$ cat config.mk
export PLATFORM = sky130hd
export DESIGN_NAME = fcsl_host
export DESIGN_NICKNAME = d
export VERILOG_FILES = /design/src/common/fcsl_pkg.sv /design/src/logic/fcsl_bus_cycle.sv /design/src/logic/fcsl_host.sv
export VERILOG_INCLUDE_DIRS = /design/src /design/src/common
export SDC_FILE = /design/constraint.sdc
export NUM_CORES = 1
export LEC_CHECK = 0
export BUFFER_PORTS_ARGS = -buffer_cell sky130_fd_sc_hd__buf_2
export CAP_MARGIN = 20
export CORE_UTILIZATION = 58
export DETAILED_ROUTE_END_ITERATION = 10
export PLACE_DENSITY = 0.82
export REMOVE_ABC_BUFFERS = 1
export SYNTH_ARGS = -nofsm -noshare
export SYNTH_HDL_FRONTEND = slang
export SYNTH_HIERARCHICAL = 1
export SYNTH_SLANG_ARGS = --single-unit
$ cat constraint.sdc
create_clock -name clk_i -period 4.3 [get_ports clk_i]
set_clock_uncertainty 0.05 [all_clocks]
set_input_delay 0.43 -clock clk_i [delete_from_list [all_inputs] [get_ports clk_i]]
set_output_delay 0.43 -clock clk_i [all_outputs]
set_load 0.005 [all_outputs]
$ cat src/common/fcsl_cfg.svh
// Constants for the flash command and status host controller
`ifndef FCSL_CFG_SVH
`define FCSL_CFG_SVH

// Bus shape
`define FCSL_ADDR_W 21
`define FCSL_DATA_W 16
`define FCSL_LOW_W 11

// Clock and pin timing, in ns
`define FCSL_CLK_NS 25
`define FCSL_T_ACC_NS 70
`define FCSL_T_WP_NS 40
`define FCSL_T_WH_NS 30

// Least times round up to whole cycles
`define FCSL_ACC_CYC ((`FCSL_T_ACC_NS + `FCSL_CLK_NS - 1) / `FCSL_CLK_NS)
`define FCSL_WP_CYC ((`FCSL_T_WP_NS + `FCSL_CLK_NS - 1) / `FCSL_CLK_NS)
`define FCSL_WH_CYC ((`FCSL_T_WH_NS + `FCSL_CLK_NS - 1) / `FCSL_CLK_NS)
`define FCSL_SYNC_CYC 4

// Command addresses in the low address field
`define FCSL_UNLOCK1 11'h555
`define FCSL_UNLOCK2 11'h2AA
`define FCSL_QUERY_ADR 11'h055

// Command codes
`define FCSL_CD_UNLOCK1 8'hAA
`define FCSL_CD_UNLOCK2 8'h55
`define FCSL_CD_IDENT 8'h90
`define FCSL_CD_PROGRAM 8'hA0
`define FCSL_CD_BYPASS 8'h20
`define FCSL_CD_ERASE 8'h80
`define FCSL_CD_CHIP 8'h10
`define FCSL_CD_SECTOR 8'h30
`define FCSL_CD_SUSPEND 8'hB0
`define FCSL_CD_RESUME 8'h30
`define FCSL_CD_QUERY 8'h98
`define FCSL_CD_RESET 8'hF0
`define FCSL_CD_BYP_EXIT 8'h00

// Status bit positions
`define FCSL_BIT_POLL 7
`define FCSL_BIT_TOGGLE1 6
`define FCSL_BIT_TLIMIT 5
`define FCSL_BIT_TOGGLE2 2

// Reset values
`define FCSL_RST_READY 1'b1

`endif

$ cat src/common/fcsl_pkg.sv
// Types shared by the flash host controller files
`include "fcsl_cfg.svh"
package fcsl_pkg;

  typedef enum logic [3:0] {
    FCSL_OP_READ,
    FCSL_OP_RESET,
    FCSL_OP_PROGRAM,
    FCSL_OP_BYPASS_ENTER,
    FCSL_OP_BYPASS_PROGRAM,
    FCSL_OP_BYPASS_RESET,
    FCSL_OP_ERASE_CHIP,
    FCSL_OP_ERASE_SECTOR,
    FCSL_OP_SUSPEND,
    FCSL_OP_RESUME,
    FCSL_OP_ID_READ,
    FCSL_OP_PARAM_QUERY
  } fcsl_op_t;

  typedef struct packed {
    fcsl_op_t                  op;
    logic [`FCSL_ADDR_W-1:0]   addr;
    logic [`FCSL_DATA_W-1:0]   data;
  } fcsl_req_t;

  typedef struct packed {
    logic [`FCSL_DATA_W-1:0]   data;
    logic                      refused;
    logic                      timed_out;
    logic                      suspended;
  } fcsl_rsp_t;

  typedef struct packed {
    logic                      write;
    logic [`FCSL_ADDR_W-1:0]   addr;
    logic [`FCSL_DATA_W-1:0]   data;
  } fcsl_cyc_t;

  typedef enum logic [1:0] {
    FCSL_B_IDLE,
    FCSL_B_ACT,
    FCSL_B_HOLD,
    FCSL_B_GAP
  } fcsl_bus_state_t;

  typedef enum logic [3:0] {
    FCSL_S_IDLE,
    FCSL_S_ISSUE,
    FCSL_S_POLL1,
    FCSL_S_POLL2,
    FCSL_S_DECIDE,
    FCSL_S_FINAL,
    FCSL_S_RECOVER,
    FCSL_S_RESP
  } fcsl_state_t;

endpackage : fcsl_pkg

$ cat src/logic/fcsl_bus_cycle.sv
// One asynchronous flash bus cycle, with pin input synchronisers
`timescale 1ns/100ps
`include "fcsl_cfg.svh"
module fcsl_bus_cycle #(
  parameter int AW = `FCSL_ADDR_W,
  parameter int DW = `FCSL_DATA_W
) (
  // Clock and reset
  input  wire logic               clk_i,
  input  wire logic               rst_i,
  // Cycle request
  input  wire logic               start_i,
  input  fcsl_pkg::fcsl_cyc_t     cyc_i,
  output logic                    done_o,
  output logic [DW-1:0]           rdata_o,
  output logic                    ready_o,
  // Flash pins
  output logic [AW-1:0]           addr_o,
  output logic [DW-1:0]           dq_o,
  output logic                    dq_oe_o,
  input  wire logic [DW-1:0]      dq_i,
  output logic                    ce_n_o,
  output logic                    oe_n_o,
  output logic                    we_n_o,
  input  wire logic               ready_busy_n_i
);

  localparam int SW = DW + 1;
  localparam logic [SW-1:0] SYNC_RST = {`FCSL_RST_READY, {DW{1'b0}}};
  localparam logic [7:0] WR_LEN = 8'(`FCSL_WP_CYC);
  // Reads wait out the access time plus the synchroniser delay
  localparam logic [7:0] RD_LEN = 8'(`FCSL_ACC_CYC + `FCSL_SYNC_CYC);
  localparam logic [7:0] HOLD_LEN = 8'(`FCSL_WH_CYC);

  if (AW != `FCSL_ADDR_W || DW != `FCSL_DATA_W) begin : g_chk
    $error("fcsl_bus_cycle: widths must match the shared cycle type");
  end

  logic [SW-1:0] s1_q;
  logic [SW-1:0] s2_q;
  logic [SW-1:0] s3_q;
  logic [SW-1:0] filt_q;
  wire  [SW-1:0] pins = {ready_busy_n_i, dq_i};

  // Change is taken only once the second and third stages agree
  for (genvar g = 0; g < SW; g++) begin : g_sync
    always_ff @(posedge clk_i or posedge rst_i) begin
      if (rst_i) begin
        s1_q[g]   <= SYNC_RST[g];
        s2_q[g]   <= SYNC_RST[g];
        s3_q[g]   <= SYNC_RST[g];
        filt_q[g] <= SYNC_RST[g];
      end else begin
        s1_q[g] <= pins[g];
        s2_q[g] <= s1_q[g];
        s3_q[g] <= s2_q[g];
        if (s2_q[g] == s3_q[g]) begin
          filt_q[g] <= s3_q[g];
        end
      end
    end
  end

  fcsl_pkg::fcsl_bus_state_t state_q;
  fcsl_pkg::fcsl_cyc_t       cyc_q;
  logic [7:0]                cnt_q;
  logic [DW-1:0]             rdata_q;

  wire       in_act   = (state_q == fcsl_pkg::FCSL_B_ACT);
  wire       in_hold  = (state_q == fcsl_pkg::FCSL_B_HOLD);
  wire [7:0] act_last = (cyc_q.write ? WR_LEN : RD_LEN) - 8'h01;
  wire [7:0] hld_last = HOLD_LEN - 8'h01;

  always_ff @(posedge clk_i or posedge rst_i) begin
    if (rst_i) begin
      state_q <= fcsl_pkg::FCSL_B_IDLE;
      cyc_q   <= '0;
      cnt_q   <= 8'h00;
      rdata_q <= '0;
    end else begin
      unique case (state_q)
        fcsl_pkg::FCSL_B_IDLE: begin
          if (start_i) begin
            cyc_q   <= cyc_i;
            cnt_q   <= 8'h00;
            state_q <= fcsl_pkg::FCSL_B_ACT;
          end
        end
        fcsl_pkg::FCSL_B_ACT: begin
          cnt_q <= cnt_q + 8'h01;
          if (cnt_q == act_last) begin
            cnt_q   <= 8'h00;
            state_q <= fcsl_pkg::FCSL_B_HOLD;
            if (!cyc_q.write) begin
              rdata_q <= filt_q[DW-1:0];
            end
          end
        end
        fcsl_pkg::FCSL_B_HOLD: begin
          cnt_q <= cnt_q + 8'h01;
          if (cnt_q == hld_last) begin
            state_q <= fcsl_pkg::FCSL_B_GAP;
          end
        end
        fcsl_pkg::FCSL_B_GAP: state_q <= fcsl_pkg::FCSL_B_IDLE;
      endcase
    end
  end

  // Address and data stand through the hold so the strobe edges latch them
  assign addr_o  = cyc_q.addr;
  assign dq_o    = cyc_q.data;
  assign dq_oe_o = cyc_q.write && (in_act || in_hold);
  assign ce_n_o  = !(in_act || in_hold);
  assign we_n_o  = !(in_act && cyc_q.write);
  assign oe_n_o  = !(in_act && !cyc_q.write);
  assign done_o  = (state_q == fcsl_pkg::FCSL_B_GAP);
  assign rdata_o = rdata_q;
  assign ready_o = filt_q[DW];

endmodule : fcsl_bus_cycle

$ cat src/logic/fcsl_host.sv
// Host controller that sequences commands and polls status of a parallel flash
`timescale 1ns/100ps
`include "fcsl_cfg.svh"
module fcsl_host #(
  parameter int AW = `FCSL_ADDR_W,
  parameter int DW = `FCSL_DATA_W
) (
  // Clock and reset
  input  wire logic               clk_i,
  input  wire logic               rst_i,
  // User requests
  input  wire logic               req_valid_i,
  output logic                    req_ready_o,
  input  fcsl_pkg::fcsl_req_t     req_i,
  // User responses and mode view
  output logic                    rsp_valid_o,
  output fcsl_pkg::fcsl_rsp_t     rsp_o,
  output logic                    bypass_o,
  output logic                    suspended_o,
  output logic                    id_mode_o,
  output logic                    flash_ready_o,
  // Flash pins
  output logic [AW-1:0]           flash_addr_o,
  output logic [DW-1:0]           flash_dq_o,
  output logic                    flash_dq_oe_o,
  input  wire logic [DW-1:0]      flash_dq_i,
  output logic                    flash_ce_n_o,
  output logic                    flash_oe_n_o,
  output logic                    flash_we_n_o,
  input  wire logic               ready_busy_n_i
);

  localparam int LW = `FCSL_LOW_W;

  if (AW != `FCSL_ADDR_W || DW != `FCSL_DATA_W || AW <= LW) begin : g_chk
    $error("fcsl_host: widths must match the shared request type");
  end

  function automatic fcsl_pkg::fcsl_cyc_t wr(input logic [AW-1:0] a, input logic [7:0] d);
    fcsl_pkg::fcsl_cyc_t c;
    c = '{write: 1'b1, addr: a, data: {{(DW-8){1'b0}}, d}};
    return c;
  endfunction : wr

  // Command cycle i of request r; upper data byte driven zero except on program data cycles, which carry all of r.data
  function automatic fcsl_pkg::fcsl_cyc_t cmd_cyc(input fcsl_pkg::fcsl_req_t r, input logic [2:0] i);
    logic [AW-1:0]       u1;
    logic [AW-1:0]       u2;
    fcsl_pkg::fcsl_cyc_t c;
    u1 = {r.addr[AW-1:LW], `FCSL_UNLOCK1};
    u2 = {r.addr[AW-1:LW], `FCSL_UNLOCK2};
    c  = (i[0] && i != 3'd3) ? wr(u2, `FCSL_CD_UNLOCK2) : wr(u1, `FCSL_CD_UNLOCK1);
    unique case (r.op)
      fcsl_pkg::FCSL_OP_READ:           c = '{write: 1'b0, addr: r.addr, data: '0};
      fcsl_pkg::FCSL_OP_RESET:          c = wr(r.addr, `FCSL_CD_RESET);
      fcsl_pkg::FCSL_OP_PROGRAM: begin
        if (i == 3'd2) c = wr(u1, `FCSL_CD_PROGRAM);
        if (i == 3'd3) c = '{write: 1'b1, addr: r.addr, data: r.data};
      end
      fcsl_pkg::FCSL_OP_BYPASS_ENTER: begin
        if (i == 3'd2) c = wr(u1, `FCSL_CD_BYPASS);
      end
      fcsl_pkg::FCSL_OP_BYPASS_PROGRAM: begin
        c = (i == 3'd0) ? wr(r.addr, `FCSL_CD_PROGRAM) : '{write: 1'b1, addr: r.addr, data: r.data};
      end
      fcsl_pkg::FCSL_OP_BYPASS_RESET: begin
        c = (i == 3'd0) ? wr(r.addr, `FCSL_CD_IDENT) : wr(r.addr, `FCSL_CD_BYP_EXIT);
      end
      fcsl_pkg::FCSL_OP_ERASE_CHIP, fcsl_pkg::FCSL_OP_ERASE_SECTOR: begin
        if (i == 3'd2) c = wr(u1, `FCSL_CD_ERASE);
        if (i == 3'd4) c = wr(u2, `FCSL_CD_UNLOCK2);
        if (i == 3'd5) begin
          c = (r.op == fcsl_pkg::FCSL_OP_ERASE_CHIP) ? wr(u1, `FCSL_CD_CHIP)
                                                     : wr(r.addr, `FCSL_CD_SECTOR);
        end
      end
      fcsl_pkg::FCSL_OP_SUSPEND:        c = wr(r.addr, `FCSL_CD_SUSPEND);
      fcsl_pkg::FCSL_OP_RESUME:         c = wr(r.addr, `FCSL_CD_RESUME);
      fcsl_pkg::FCSL_OP_ID_READ: begin
        if (i == 3'd2) c = wr(u1, `FCSL_CD_IDENT);
        if (i == 3'd3) c = '{write: 1'b0, addr: r.addr, data: '0};
      end
      fcsl_pkg::FCSL_OP_PARAM_QUERY:    c = wr({r.addr[AW-1:LW], `FCSL_QUERY_ADR}, `FCSL_CD_QUERY);
      default:                          c = wr(r.addr, `FCSL_CD_RESET);
    endcase
    return c;
  endfunction : cmd_cyc

  function automatic logic [2:0] cmd_len(input fcsl_pkg::fcsl_op_t op);
    unique case (op)
      fcsl_pkg::FCSL_OP_PROGRAM, fcsl_pkg::FCSL_OP_ID_READ:                 return 3'd4;
      fcsl_pkg::FCSL_OP_BYPASS_ENTER:                                       return 3'd3;
      fcsl_pkg::FCSL_OP_BYPASS_PROGRAM, fcsl_pkg::FCSL_OP_BYPASS_RESET:     return 3'd2;
      fcsl_pkg::FCSL_OP_ERASE_CHIP, fcsl_pkg::FCSL_OP_ERASE_SECTOR:         return 3'd6;
      default:                                                              return 3'd1;
    endcase
  endfunction : cmd_len

  fcsl_pkg::fcsl_state_t state_q;
  fcsl_pkg::fcsl_req_t   req_q;
  fcsl_pkg::fcsl_rsp_t   rsp_q;
  logic [2:0]            idx_q;
  logic                  go_q;
  logic [AW-1:0]         poll_addr_q;
  logic                  poll_erase_q;
  logic [DW-1:0]         v1_q;
  logic [DW-1:0]         v2_q;
  logic                  tl_seen_q;
  logic                  susp_pend_q;
  logic                  bypass_q;
  logic                  suspended_q;
  logic                  id_mode_q;
  logic                  rsp_valid_q;

  logic                  bus_done;
  logic [DW-1:0]         bus_rdata;
  logic                  bus_ready;
  fcsl_pkg::fcsl_cyc_t   bus_cyc;

  // Request screening in idle
  wire is_bypass_ok = (req_i.op == fcsl_pkg::FCSL_OP_READ) || (req_i.op == fcsl_pkg::FCSL_OP_RESET) ||
                      (req_i.op == fcsl_pkg::FCSL_OP_BYPASS_PROGRAM) || (req_i.op == fcsl_pkg::FCSL_OP_BYPASS_RESET);
  wire is_erase     = (req_i.op == fcsl_pkg::FCSL_OP_ERASE_CHIP) || (req_i.op == fcsl_pkg::FCSL_OP_ERASE_SECTOR);
  wire refuse       = (bypass_q && !is_bypass_ok) ||
                      (!bypass_q && (req_i.op == fcsl_pkg::FCSL_OP_BYPASS_PROGRAM)) ||
                      (req_i.op == fcsl_pkg::FCSL_OP_SUSPEND) ||
                      (suspended_q && is_erase) ||
                      (!suspended_q && (req_i.op == fcsl_pkg::FCSL_OP_RESUME)) ||
                      (suspended_q && !id_mode_q && (req_i.op == fcsl_pkg::FCSL_OP_PARAM_QUERY));
  wire in_idle      = (state_q == fcsl_pkg::FCSL_S_IDLE);
  // Suspend is only taken between status reads of a running erase
  wire accept_susp  = (state_q == fcsl_pkg::FCSL_S_DECIDE) && poll_erase_q && !susp_pend_q && req_valid_i &&
                      (req_i.op == fcsl_pkg::FCSL_OP_SUSPEND);
  wire take_new     = in_idle && req_valid_i;
  wire toggling     = v1_q[`FCSL_BIT_TOGGLE1] ^ v2_q[`FCSL_BIT_TOGGLE1];
  wire last_cmd     = (idx_q == cmd_len(req_q.op) - 3'd1);
  wire polls_op     = (req_q.op == fcsl_pkg::FCSL_OP_PROGRAM) || (req_q.op == fcsl_pkg::FCSL_OP_BYPASS_PROGRAM) ||
                      (req_q.op == fcsl_pkg::FCSL_OP_ERASE_CHIP) || (req_q.op == fcsl_pkg::FCSL_OP_ERASE_SECTOR) ||
                      (req_q.op == fcsl_pkg::FCSL_OP_SUSPEND) || (req_q.op == fcsl_pkg::FCSL_OP_RESUME);
  // Only a sector erase may be suspended, never a chip erase
  wire erase_op     = (req_q.op == fcsl_pkg::FCSL_OP_ERASE_SECTOR) || (req_q.op == fcsl_pkg::FCSL_OP_RESUME);
  wire launch_st    = (state_q == fcsl_pkg::FCSL_S_ISSUE) || (state_q == fcsl_pkg::FCSL_S_POLL1) ||
                      (state_q == fcsl_pkg::FCSL_S_POLL2) || (state_q == fcsl_pkg::FCSL_S_FINAL) ||
                      (state_q == fcsl_pkg::FCSL_S_RECOVER);
  wire bus_start    = launch_st && !go_q;
  wire fcsl_pkg::fcsl_cyc_t poll_cyc  = '{write: 1'b0, addr: poll_addr_q, data: '0};
  wire fcsl_pkg::fcsl_cyc_t reset_cyc = wr(poll_addr_q, `FCSL_CD_RESET);

  assign bus_cyc = (state_q == fcsl_pkg::FCSL_S_ISSUE)   ? cmd_cyc(req_q, idx_q) :
                   (state_q == fcsl_pkg::FCSL_S_RECOVER) ? reset_cyc : poll_cyc;

  always_ff @(posedge clk_i or posedge rst_i) begin
    if (rst_i) begin
      state_q      <= fcsl_pkg::FCSL_S_IDLE;
      req_q        <= '0;
      rsp_q        <= '0;
      idx_q        <= 3'd0;
      go_q         <= 1'b0;
      poll_addr_q  <= '0;
      poll_erase_q <= 1'b0;
      v1_q         <= '0;
      v2_q         <= '0;
      tl_seen_q    <= 1'b0;
      susp_pend_q  <= 1'b0;
      bypass_q     <= 1'b0;
      suspended_q  <= 1'b0;
      id_mode_q    <= 1'b0;
      rsp_valid_q  <= 1'b0;
    end else begin
      rsp_valid_q <= 1'b0;
      if (bus_start) go_q <= 1'b1;
      if (bus_done) go_q <= 1'b0;
      unique case (state_q)
        fcsl_pkg::FCSL_S_IDLE: begin
          if (take_new) begin
            req_q <= req_i;
            idx_q <= 3'd0;
            rsp_q <= '{data: '0, refused: refuse, timed_out: 1'b0, suspended: suspended_q};
            state_q <= refuse ? fcsl_pkg::FCSL_S_RESP : fcsl_pkg::FCSL_S_ISSUE;
          end
        end
        fcsl_pkg::FCSL_S_ISSUE: begin
          if (bus_done) begin
            idx_q <= idx_q + 3'd1;
            if (last_cmd) begin
              rsp_q.data <= bus_rdata;
              tl_seen_q  <= 1'b0;
              if (req_q.op != fcsl_pkg::FCSL_OP_SUSPEND) begin
                poll_addr_q  <= req_q.addr;
                poll_erase_q <= erase_op;
              end
              if (req_q.op == fcsl_pkg::FCSL_OP_RESET) id_mode_q <= 1'b0;
              if (req_q.op == fcsl_pkg::FCSL_OP_ID_READ) id_mode_q <= 1'b1;
              if (req_q.op == fcsl_pkg::FCSL_OP_BYPASS_ENTER) bypass_q <= 1'b1;
              if (req_q.op == fcsl_pkg::FCSL_OP_BYPASS_RESET) bypass_q <= 1'b0;
              if (req_q.op == fcsl_pkg::FCSL_OP_RESUME) suspended_q <= 1'b0;
              state_q <= polls_op ? fcsl_pkg::FCSL_S_POLL1 : fcsl_pkg::FCSL_S_RESP;
            end
          end
        end
        fcsl_pkg::FCSL_S_POLL1: begin
          if (bus_done) begin
            v1_q    <= bus_rdata;
            state_q <= fcsl_pkg::FCSL_S_POLL2;
          end
        end
        fcsl_pkg::FCSL_S_POLL2: begin
          if (bus_done) begin
            v2_q    <= bus_rdata;
            state_q <= fcsl_pkg::FCSL_S_DECIDE;
          end
        end
        fcsl_pkg::FCSL_S_DECIDE: begin
          if (accept_susp) begin
            req_q       <= req_i;
            idx_q       <= 3'd0;
            susp_pend_q <= 1'b1;
            state_q     <= fcsl_pkg::FCSL_S_ISSUE;
          end else if (!toggling) begin
            if (susp_pend_q) suspended_q <= 1'b1;
            rsp_q.suspended <= susp_pend_q | suspended_q;
            susp_pend_q     <= 1'b0;
            state_q         <= fcsl_pkg::FCSL_S_FINAL;
          end else if (tl_seen_q) begin
            rsp_q.timed_out <= 1'b1;
            susp_pend_q     <= 1'b0;
            state_q         <= fcsl_pkg::FCSL_S_RECOVER;
          end else begin
            tl_seen_q <= v2_q[`FCSL_BIT_TLIMIT];
            state_q   <= fcsl_pkg::FCSL_S_POLL1;
          end
        end
        fcsl_pkg::FCSL_S_FINAL: begin
          if (bus_done) begin
            rsp_q.data <= bus_rdata;
            state_q    <= fcsl_pkg::FCSL_S_RESP;
          end
        end
        fcsl_pkg::FCSL_S_RECOVER: begin
          if (bus_done) begin
            id_mode_q <= 1'b0;
            state_q   <= fcsl_pkg::FCSL_S_RESP;
          end
        end
        fcsl_pkg::FCSL_S_RESP: begin
          rsp_valid_q <= 1'b1;
          state_q     <= fcsl_pkg::FCSL_S_IDLE;
        end
        default: state_q <= fcsl_pkg::FCSL_S_IDLE;
      endcase
    end
  end

  // Strobe framing and pin synchronisers
  fcsl_bus_cycle #(
    .AW (AW),
    .DW (DW)
  ) u_bus (
    .clk_i          (clk_i),
    .rst_i          (rst_i),
    .start_i        (bus_start),
    .cyc_i          (bus_cyc),
    .done_o         (bus_done),
    .rdata_o        (bus_rdata),
    .ready_o        (bus_ready),
    .addr_o         (flash_addr_o),
    .dq_o           (flash_dq_o),
    .dq_oe_o        (flash_dq_oe_o),
    .dq_i           (flash_dq_i),
    .ce_n_o         (flash_ce_n_o),
    .oe_n_o         (flash_oe_n_o),
    .we_n_o         (flash_we_n_o),
    .ready_busy_n_i (ready_busy_n_i)
  );

  assign req_ready_o   = in_idle || accept_susp;
  assign rsp_valid_o   = rsp_valid_q;
  assign rsp_o         = rsp_q;
  assign bypass_o      = bypass_q;
  assign suspended_o   = suspended_q;
  assign id_mode_o     = id_mode_q;
  assign flash_ready_o = bus_ready;

endmodule : fcsl_host

[Word-level counts from Yosys, hierarchy flattened]
Index checks and enable logic that the tools add are counted.
Storage, ports and cells
  register bits: 242
  output and inout port bits: 66
Operators by class
  equality and inequality tests: 75
  $add $sub $neg: 4
  mux-type cells: 80
  reduce and logical (&&, ||, !) cells: 83
  bitwise operators: 3
Operators by type and width (number)
  38-bit one-hot mux with 10 select lines: 1
  27-bit 2-to-1 mux: 9
  38-bit 2-to-1 mux: 3
  41-bit 2-to-1 mux: 2
  41-bit one-hot mux with 2 select lines: 1
  16-bit 2-to-1 mux: 4
  4-bit by 3-bit == test with 1-bit output, second input constant: 12
  16-bit one-hot mux with 3 select lines: 1
  4-bit 2-to-1 mux: 8
  2-bit inequality test, second input constant: 15
  4-bit == test, second input constant: 7
  1-bit 2-to-1 mux: 27
  8-bit 2-to-1 mux: 3
  4-bit one-hot mux with 6 select lines: 1
  8-bit one-hot mux with 3 select lines: 1
  1-bit logical OR: 21
  3-bit 2-to-1 mux: 7
  5-bit AND reduction: 4
  19-bit 2-to-1 mux: 1
  1-bit == test: 17
  4-bit by 2-bit == test with 1-bit output, second input constant: 4
  1-bit logical AND: 16
  4-bit AND reduction: 4
  4-bit by 1-bit == test with 1-bit output, second input constant: 3
  36 further kinds: 73

[Longest topological paths before layout]
  depth in word-level cells: 14
  mapped depth: 12
  depth with buffers taken out: 9

[Hierarchy]
The synthesis kept the hierarchy.
By module, submodules not included
  fcsl_host: cells an instance 560, times used 1, area each 5435.2 um^2, seq. area each 2452.4 um^2
  fcsl_bus_cycle: cells an instance 267, times used 1, area each 4598.2 um^2, seq. area each 3308.2 um^2

[Least setup slack after synthesis]
OpenSTA, ideal clock, no wires.
  path kind: register to register
  start point: register req_q[37] (netlist name)
  end point: register rsp_q (netlist bit rsp_o[10])
  period minus slack after synthesis: 3.173 ns
  path slack: 1.127 ns
  stages on the path, launching flop included: 13
  arrival: 3.044 ns
  library setup time: 0.079 ns
  required time: 4.171 ns
  cells stage by stage: dfrtp_1 clkbuf_1 clkbuf_1 nand2_1 nor3_1 nor2_1 ha_1 xnor2_1 nor4_1 o211ai_2 a221oi_4 buf_6 mux2i_1
Between the ends
  cells in the longest elaborated chain, start to end: 7
  elaborated cells on any way between the ends: 15
  those cells by class: add/sub: 1; eq/ne: 9; mux: 1; reduce/logical: 4
Ends and longest elaborated chain
  start: declaration: RTL line fcsl_host.sv:100  | fcsl_pkg::fcsl_req_t req_q;
  start signal: assignment: RTL line fcsl_host.sv:176  | req_q <= req_i;
  start signal: assignment: RTL line fcsl_host.sv:215  | req_q <= req_i;
  4-bit by 3-bit == test with 1-bit output (tied with other cells): RTL line fcsl_host.sv:90  | unique case (op)
  2-bit OR reduction, on equally long branches
  3-bit one-hot mux with 4 select lines *: RTL line fcsl_host.sv:90
  3-bit by 1-bit subtractor with 3-bit output *: RTL line fcsl_host.sv:136  | wire last_cmd = (idx_q == cmd_len(req_q.op) - 3'd1);
  3-bit == test *: RTL line fcsl_host.sv:136
  2-bit inequality test (no line) *
  5-bit AND reduction (no line) *
  end signal: assignment: RTL line fcsl_host.sv:178  | rsp_q <= '{data: '0, refused: refuse, timed_out: 1'b0, suspended: suspended_q};
  end: declaration: RTL line fcsl_host.sv:101  | fcsl_pkg::fcsl_rsp_t rsp_q;
Mark *: on every way between the ends. The rest lies on a longest branch, timed or not.
A chain may end at the register's enable or synchronous reset.

[Final worst setup path]
  start point: register req_q[38] (netlist name)
  end point: register rsp_q (netlist bit rsp_o[12])
The elaborated chain is that of the path after synthesis.

==> run_results.csv <==
group,metric,value,unit
sta,relSlewSlack,35.3,%
routing,drtIter0Drc,465,
logic_synthesis,syn_inst,827,
global_routing,grt_use_met3,4.87,%
global_routing,grt_pass1_wl,36300,um
logic_synthesis,synth.largest_area_cell,"dfrtp_1",
setup_path,crit_arrival,3.92,ns
global_routing,grt_antenna_before_repair,0,
clock_tree,cts_max_level,1,
logic_synthesis,synth-main-ff-cell,"dfrtp_1",
routing,drc_errors,0,
layout,diodes,0,
clock_tree,numCtsBuffers,24,
layout,fillerInstances,1163,
logic_synthesis,syn_area,0.0100,sq mm
setup_path,path_cells,"nand2_1, nor3_1, nor2_1, ha_1, xnor2_1, nor4_1, o211ai_2, a221oi_4, buf_4, mux2i_1",
setup_path,worstReg2RegStart,"req_q[38]",
logic_synthesis,seq_area_frac_synth,57.4,%
logic_synthesis,yosysUniqueCellTypes,70,
hold_path,min-delay-start,"req_i[10]",
flow_run,drv_cap,0,
setup_path,r2r_slack,0.76,ns
layout,area_growth,18.3,%
logic_synthesis,yosys_warnings,6,
setup_path,critPathBufInv,1,
sta,fin_crit_sh,82.4,%
clock_tree,cts_root_buf,"clkbuf_16",
sta,final.setup.tns,0,ns
logic_synthesis,synth_seq_cells,230,
power,peakVddDrop,441,uV
setup_path,crit_path_start_kind,"register",
die,die_area,0.0178,sq mm
power,power.leakage,5.71,nW
outcome,outcome,"complete, no violations",
clock_tree,postCtsHoldBufs,17,
global_routing,overflow,0,
layout,fin_nets,1042,
clock_tree,clk_path_buf_depth,3,
clock_tree,path_clk_slew,0.06,ns
sta,rsz0062_at_grt,"false",
die,dieHeight,134,um
setup_path,cp_slowest_cell,"dfrtp_1",
global_routing,grt_max_degree,106,
power,power_density,659,mW/mm^2
global_routing,met2_usage,42.2,%
clock_tree,ctsResizeCount,0,
sta,hold_viol_final,0,
logic_synthesis,syn_area_per_cell,12.1,sq um
routing,first_pass_iters,5,
global_routing,grt_busiest_layer,"met2",
sta,post-route-min-period,3.54,ns
global_routing,grt_pass1_vias,7083,
placed_design,gp_congestion,0.890,
layout,seqCellArea,0.00576,sq mm
routing,ant_nets,0,
logic_synthesis,synth_commonest_cells,"dfrtp_1, mux2_2, nand2_1",
layout,multi_input_area,0.00398,sq mm
clock_tree,clock_sinks,230,
routing,routed_wl,21900,um
die,die_w,134,um
global_routing,grt_usage,25.6,%
die,io_pins,127,
setup_path,cpPeakStageDelay,0.77,ns
global_routing,grt_use_met1,34.9,%
routing,vias,6941,
hold_path,holdPathStages,2,
die,start_util,59.9,%
setup_path,crit_fanout,25,
hold_path,min_to,"req_q[10]",
sta,maxSlewViolCount,0,
setup_path,end_kind,"register",
power,total_power,7.82,mW
logic_synthesis,async_flop_share,100,%
setup_path,timing.rr.end,"rsp_o[12]",
placed_design,io_buffers,126,
layout,layout-drive-gt1-share,29.5,%
clock_tree,postCtsSetupBuffers,0,
sta,worst_slew_pin_slew,0.968,ns
die,fp-row-count,47,
logic_synthesis,ys_top_cells_by_area,"dfrtp_1, mux2_2, mux2_1, nand2_1, a21oi_1",
sta,setup_violations,0,
setup_path,crit_required,4.67,ns
routing,vias_per_cell,5.75,
logic_synthesis,synth.top_cell.area_share,56.4,%
logic_synthesis,yosysMostFrequentCell,"dfrtp_1",
logic_synthesis,synth_edf_count,0,
sta,fmax,282,MHz
routing,routedWlPerCell,18.2,um
setup_path,rr_worst_depth,10,
setup_path,worstSetupPathType,"register to register",
placed_design,place_hpwl,14200,um
hold_path,hold_class,"input port to register",
setup_path,crit_family,"simple AND/OR/NAND/NOR gates",
die,core,0.0168,sq mm
clock_tree,cts_tree,"yes",
clock_tree,insertion_delay,0.52,ns
==> metal layers <==
layer  part of all wire, %  up-vias
met5                     0        -
met4                   2.1        0
met3                   5.2       32
met2                    49      184
met1                    44     3518
li1                      -     3207
==> final cells by class <==
| class | count | area share [%] |
|---|---|---|
| sequential | 230 | 48.5 |
| multi-input combinational | 525 | 33.6 |
| timing repair buffer | 155 | 7.51 |
| clock buffer | 33 | 5.77 |
| tap | 220 | 2.32 |
| clock inverter | 11 | 1.18 |
| inverter | 33 | 1.11 |
==> worst register-to-register path, stage by stage, from the launching register on <==
cell and delay, ns:
dfrtp_1 0.77, nand2_1 0.14, nor3_1 0.37, nor2_1 0.08
ha_1 0.29, xnor2_1 0.15, nor4_1 0.46, o211ai_2 0.21
a221oi_4 0.27, buf_4 0.33, mux2i_1 0.30
==> layout by cell type, fill, tap and decap left out, types with 4 or more instances in the layout <==
| cell | netlist | routed |
|---|---|---|
| mux2_2 | 82 | 82 |
| inv_1 | 33 | 31 |
| a2bb2oi_1 | 5 | 5 |
| o21a_1 | 9 | 9 |
| clkbuf_16 | 0 | 24 |
| a21boi_0 | 4 | 4 |
| o31ai_1 | 4 | 4 |
| nand2_1 | 77 | 76 |
| ha_1 | 12 | 12 |
| nand2b_1 | 13 | 13 |
| o21ai_0 | 27 | 27 |
| mux2i_1 | 18 | 18 |
| o22ai_1 | 4 | 4 |
| nor3_1 | 14 | 14 |
| maj3_1 | 17 | 17 |
| clkbuf_1 | 30 | 4 |
| dfstp_2 | 4 | 4 |
| buf_4 | 0 | 12 |
| and3_1 | 14 | 14 |
| nand4_1 | 5 | 5 |
| clkinv_2 | 0 | 5 |
| dfrtp_1 | 226 | 226 |
| or3_1 | 5 | 5 |
| mux2_1 | 29 | 29 |
| nand3_1 | 8 | 8 |
| clkbuf_8 | 0 | 5 |
| a21oi_1 | 39 | 39 |
| xor2_1 | 5 | 5 |
| nor2_1 | 37 | 36 |
| dlygate4sd3_1 | 0 | 17 |
| a31oi_1 | 13 | 13 |
| mux2_4 | 10 | 10 |
| buf_2 | 3 | 126 |
| nor2b_1 | 11 | 11 |
| and2_1 | 6 | 6 |
==> registers in the layout, summed over array words and instances (netlist names), 8 cells and up <==
signal	cells
u_bus/s2_q	17
u_bus/s3_q	17
u_bus/cnt_q	8
u_bus/filt_q	16
u_bus/s1_q	17
u_bus/rdata_o	16
u_bus/addr_o	21
poll_addr_q	21
req_q	41
u_bus/dq_o	16
rsp_o	19
==> metrics by stage <==
| step | worst slack [ns] | hold WS, ns | std cells | util (%) | area [sq um] |
|---|---|---|---|---|---|
| after CTS | 0.784 | 0.0519 | 1207 | 70.8 | 11900 |
| after global placement | 0.988 | 0.282 | 1146 | 64.9 | 10900 |
| after floorplan | 0.301 | 0.281 | 788 | - | 9850 |
| after detailed placement | 0.813 | 0.285 | 1146 | 64.9 | 10900 |
| final | 0.756 | 0.0684 | 1207 | 70.8 | 11900 |
| after global routing | 0.460 | 0.0529 | 1207 | 70.8 | 11900 |
==> power by group <==
group          internal (mW)  switching [mW]  total (mW)  leakage, nW
Combinational           1.15            1.32        2.47         2.37
Clock                   1.25           0.863        2.11        0.405
Sequential              2.72           0.521        3.24         2.93
==> cells by family (layout without fill, tap and decap cells) <==
kind of cell             after synthesis  in the layout  share of synthesized area (%)
adder cells (fa/ha/maj)               29             29                           3.19
AND/OR/NAND/NOR                      212            212                           10.8
multiplexers                         139            139                           15.8
XOR/XNOR                               8              8                          0.698
buffers and inverters                 72            232                           3.04
AO/OA/AOI/OAI                        137            137                           9.07
flip-flops                           230            230                           57.4
==> worst max path at each step <==
stage                    from  slack [ns]  cells after the start               to
floorplan               rst_i        0.30                      1  u_bus/addr_o[0]
global placement    req_q[38]        0.99                     10         rsp_o[3]
detailed placement  req_q[38]        0.81                     10        rsp_o[12]
CTS                 req_q[38]        0.78                     10        rsp_o[12]
global route        req_q[38]        0.46                     10        rsp_o[12]
finish              req_q[38]        0.76                     10        rsp_o[12]
(Power assumes the default switching activity.)
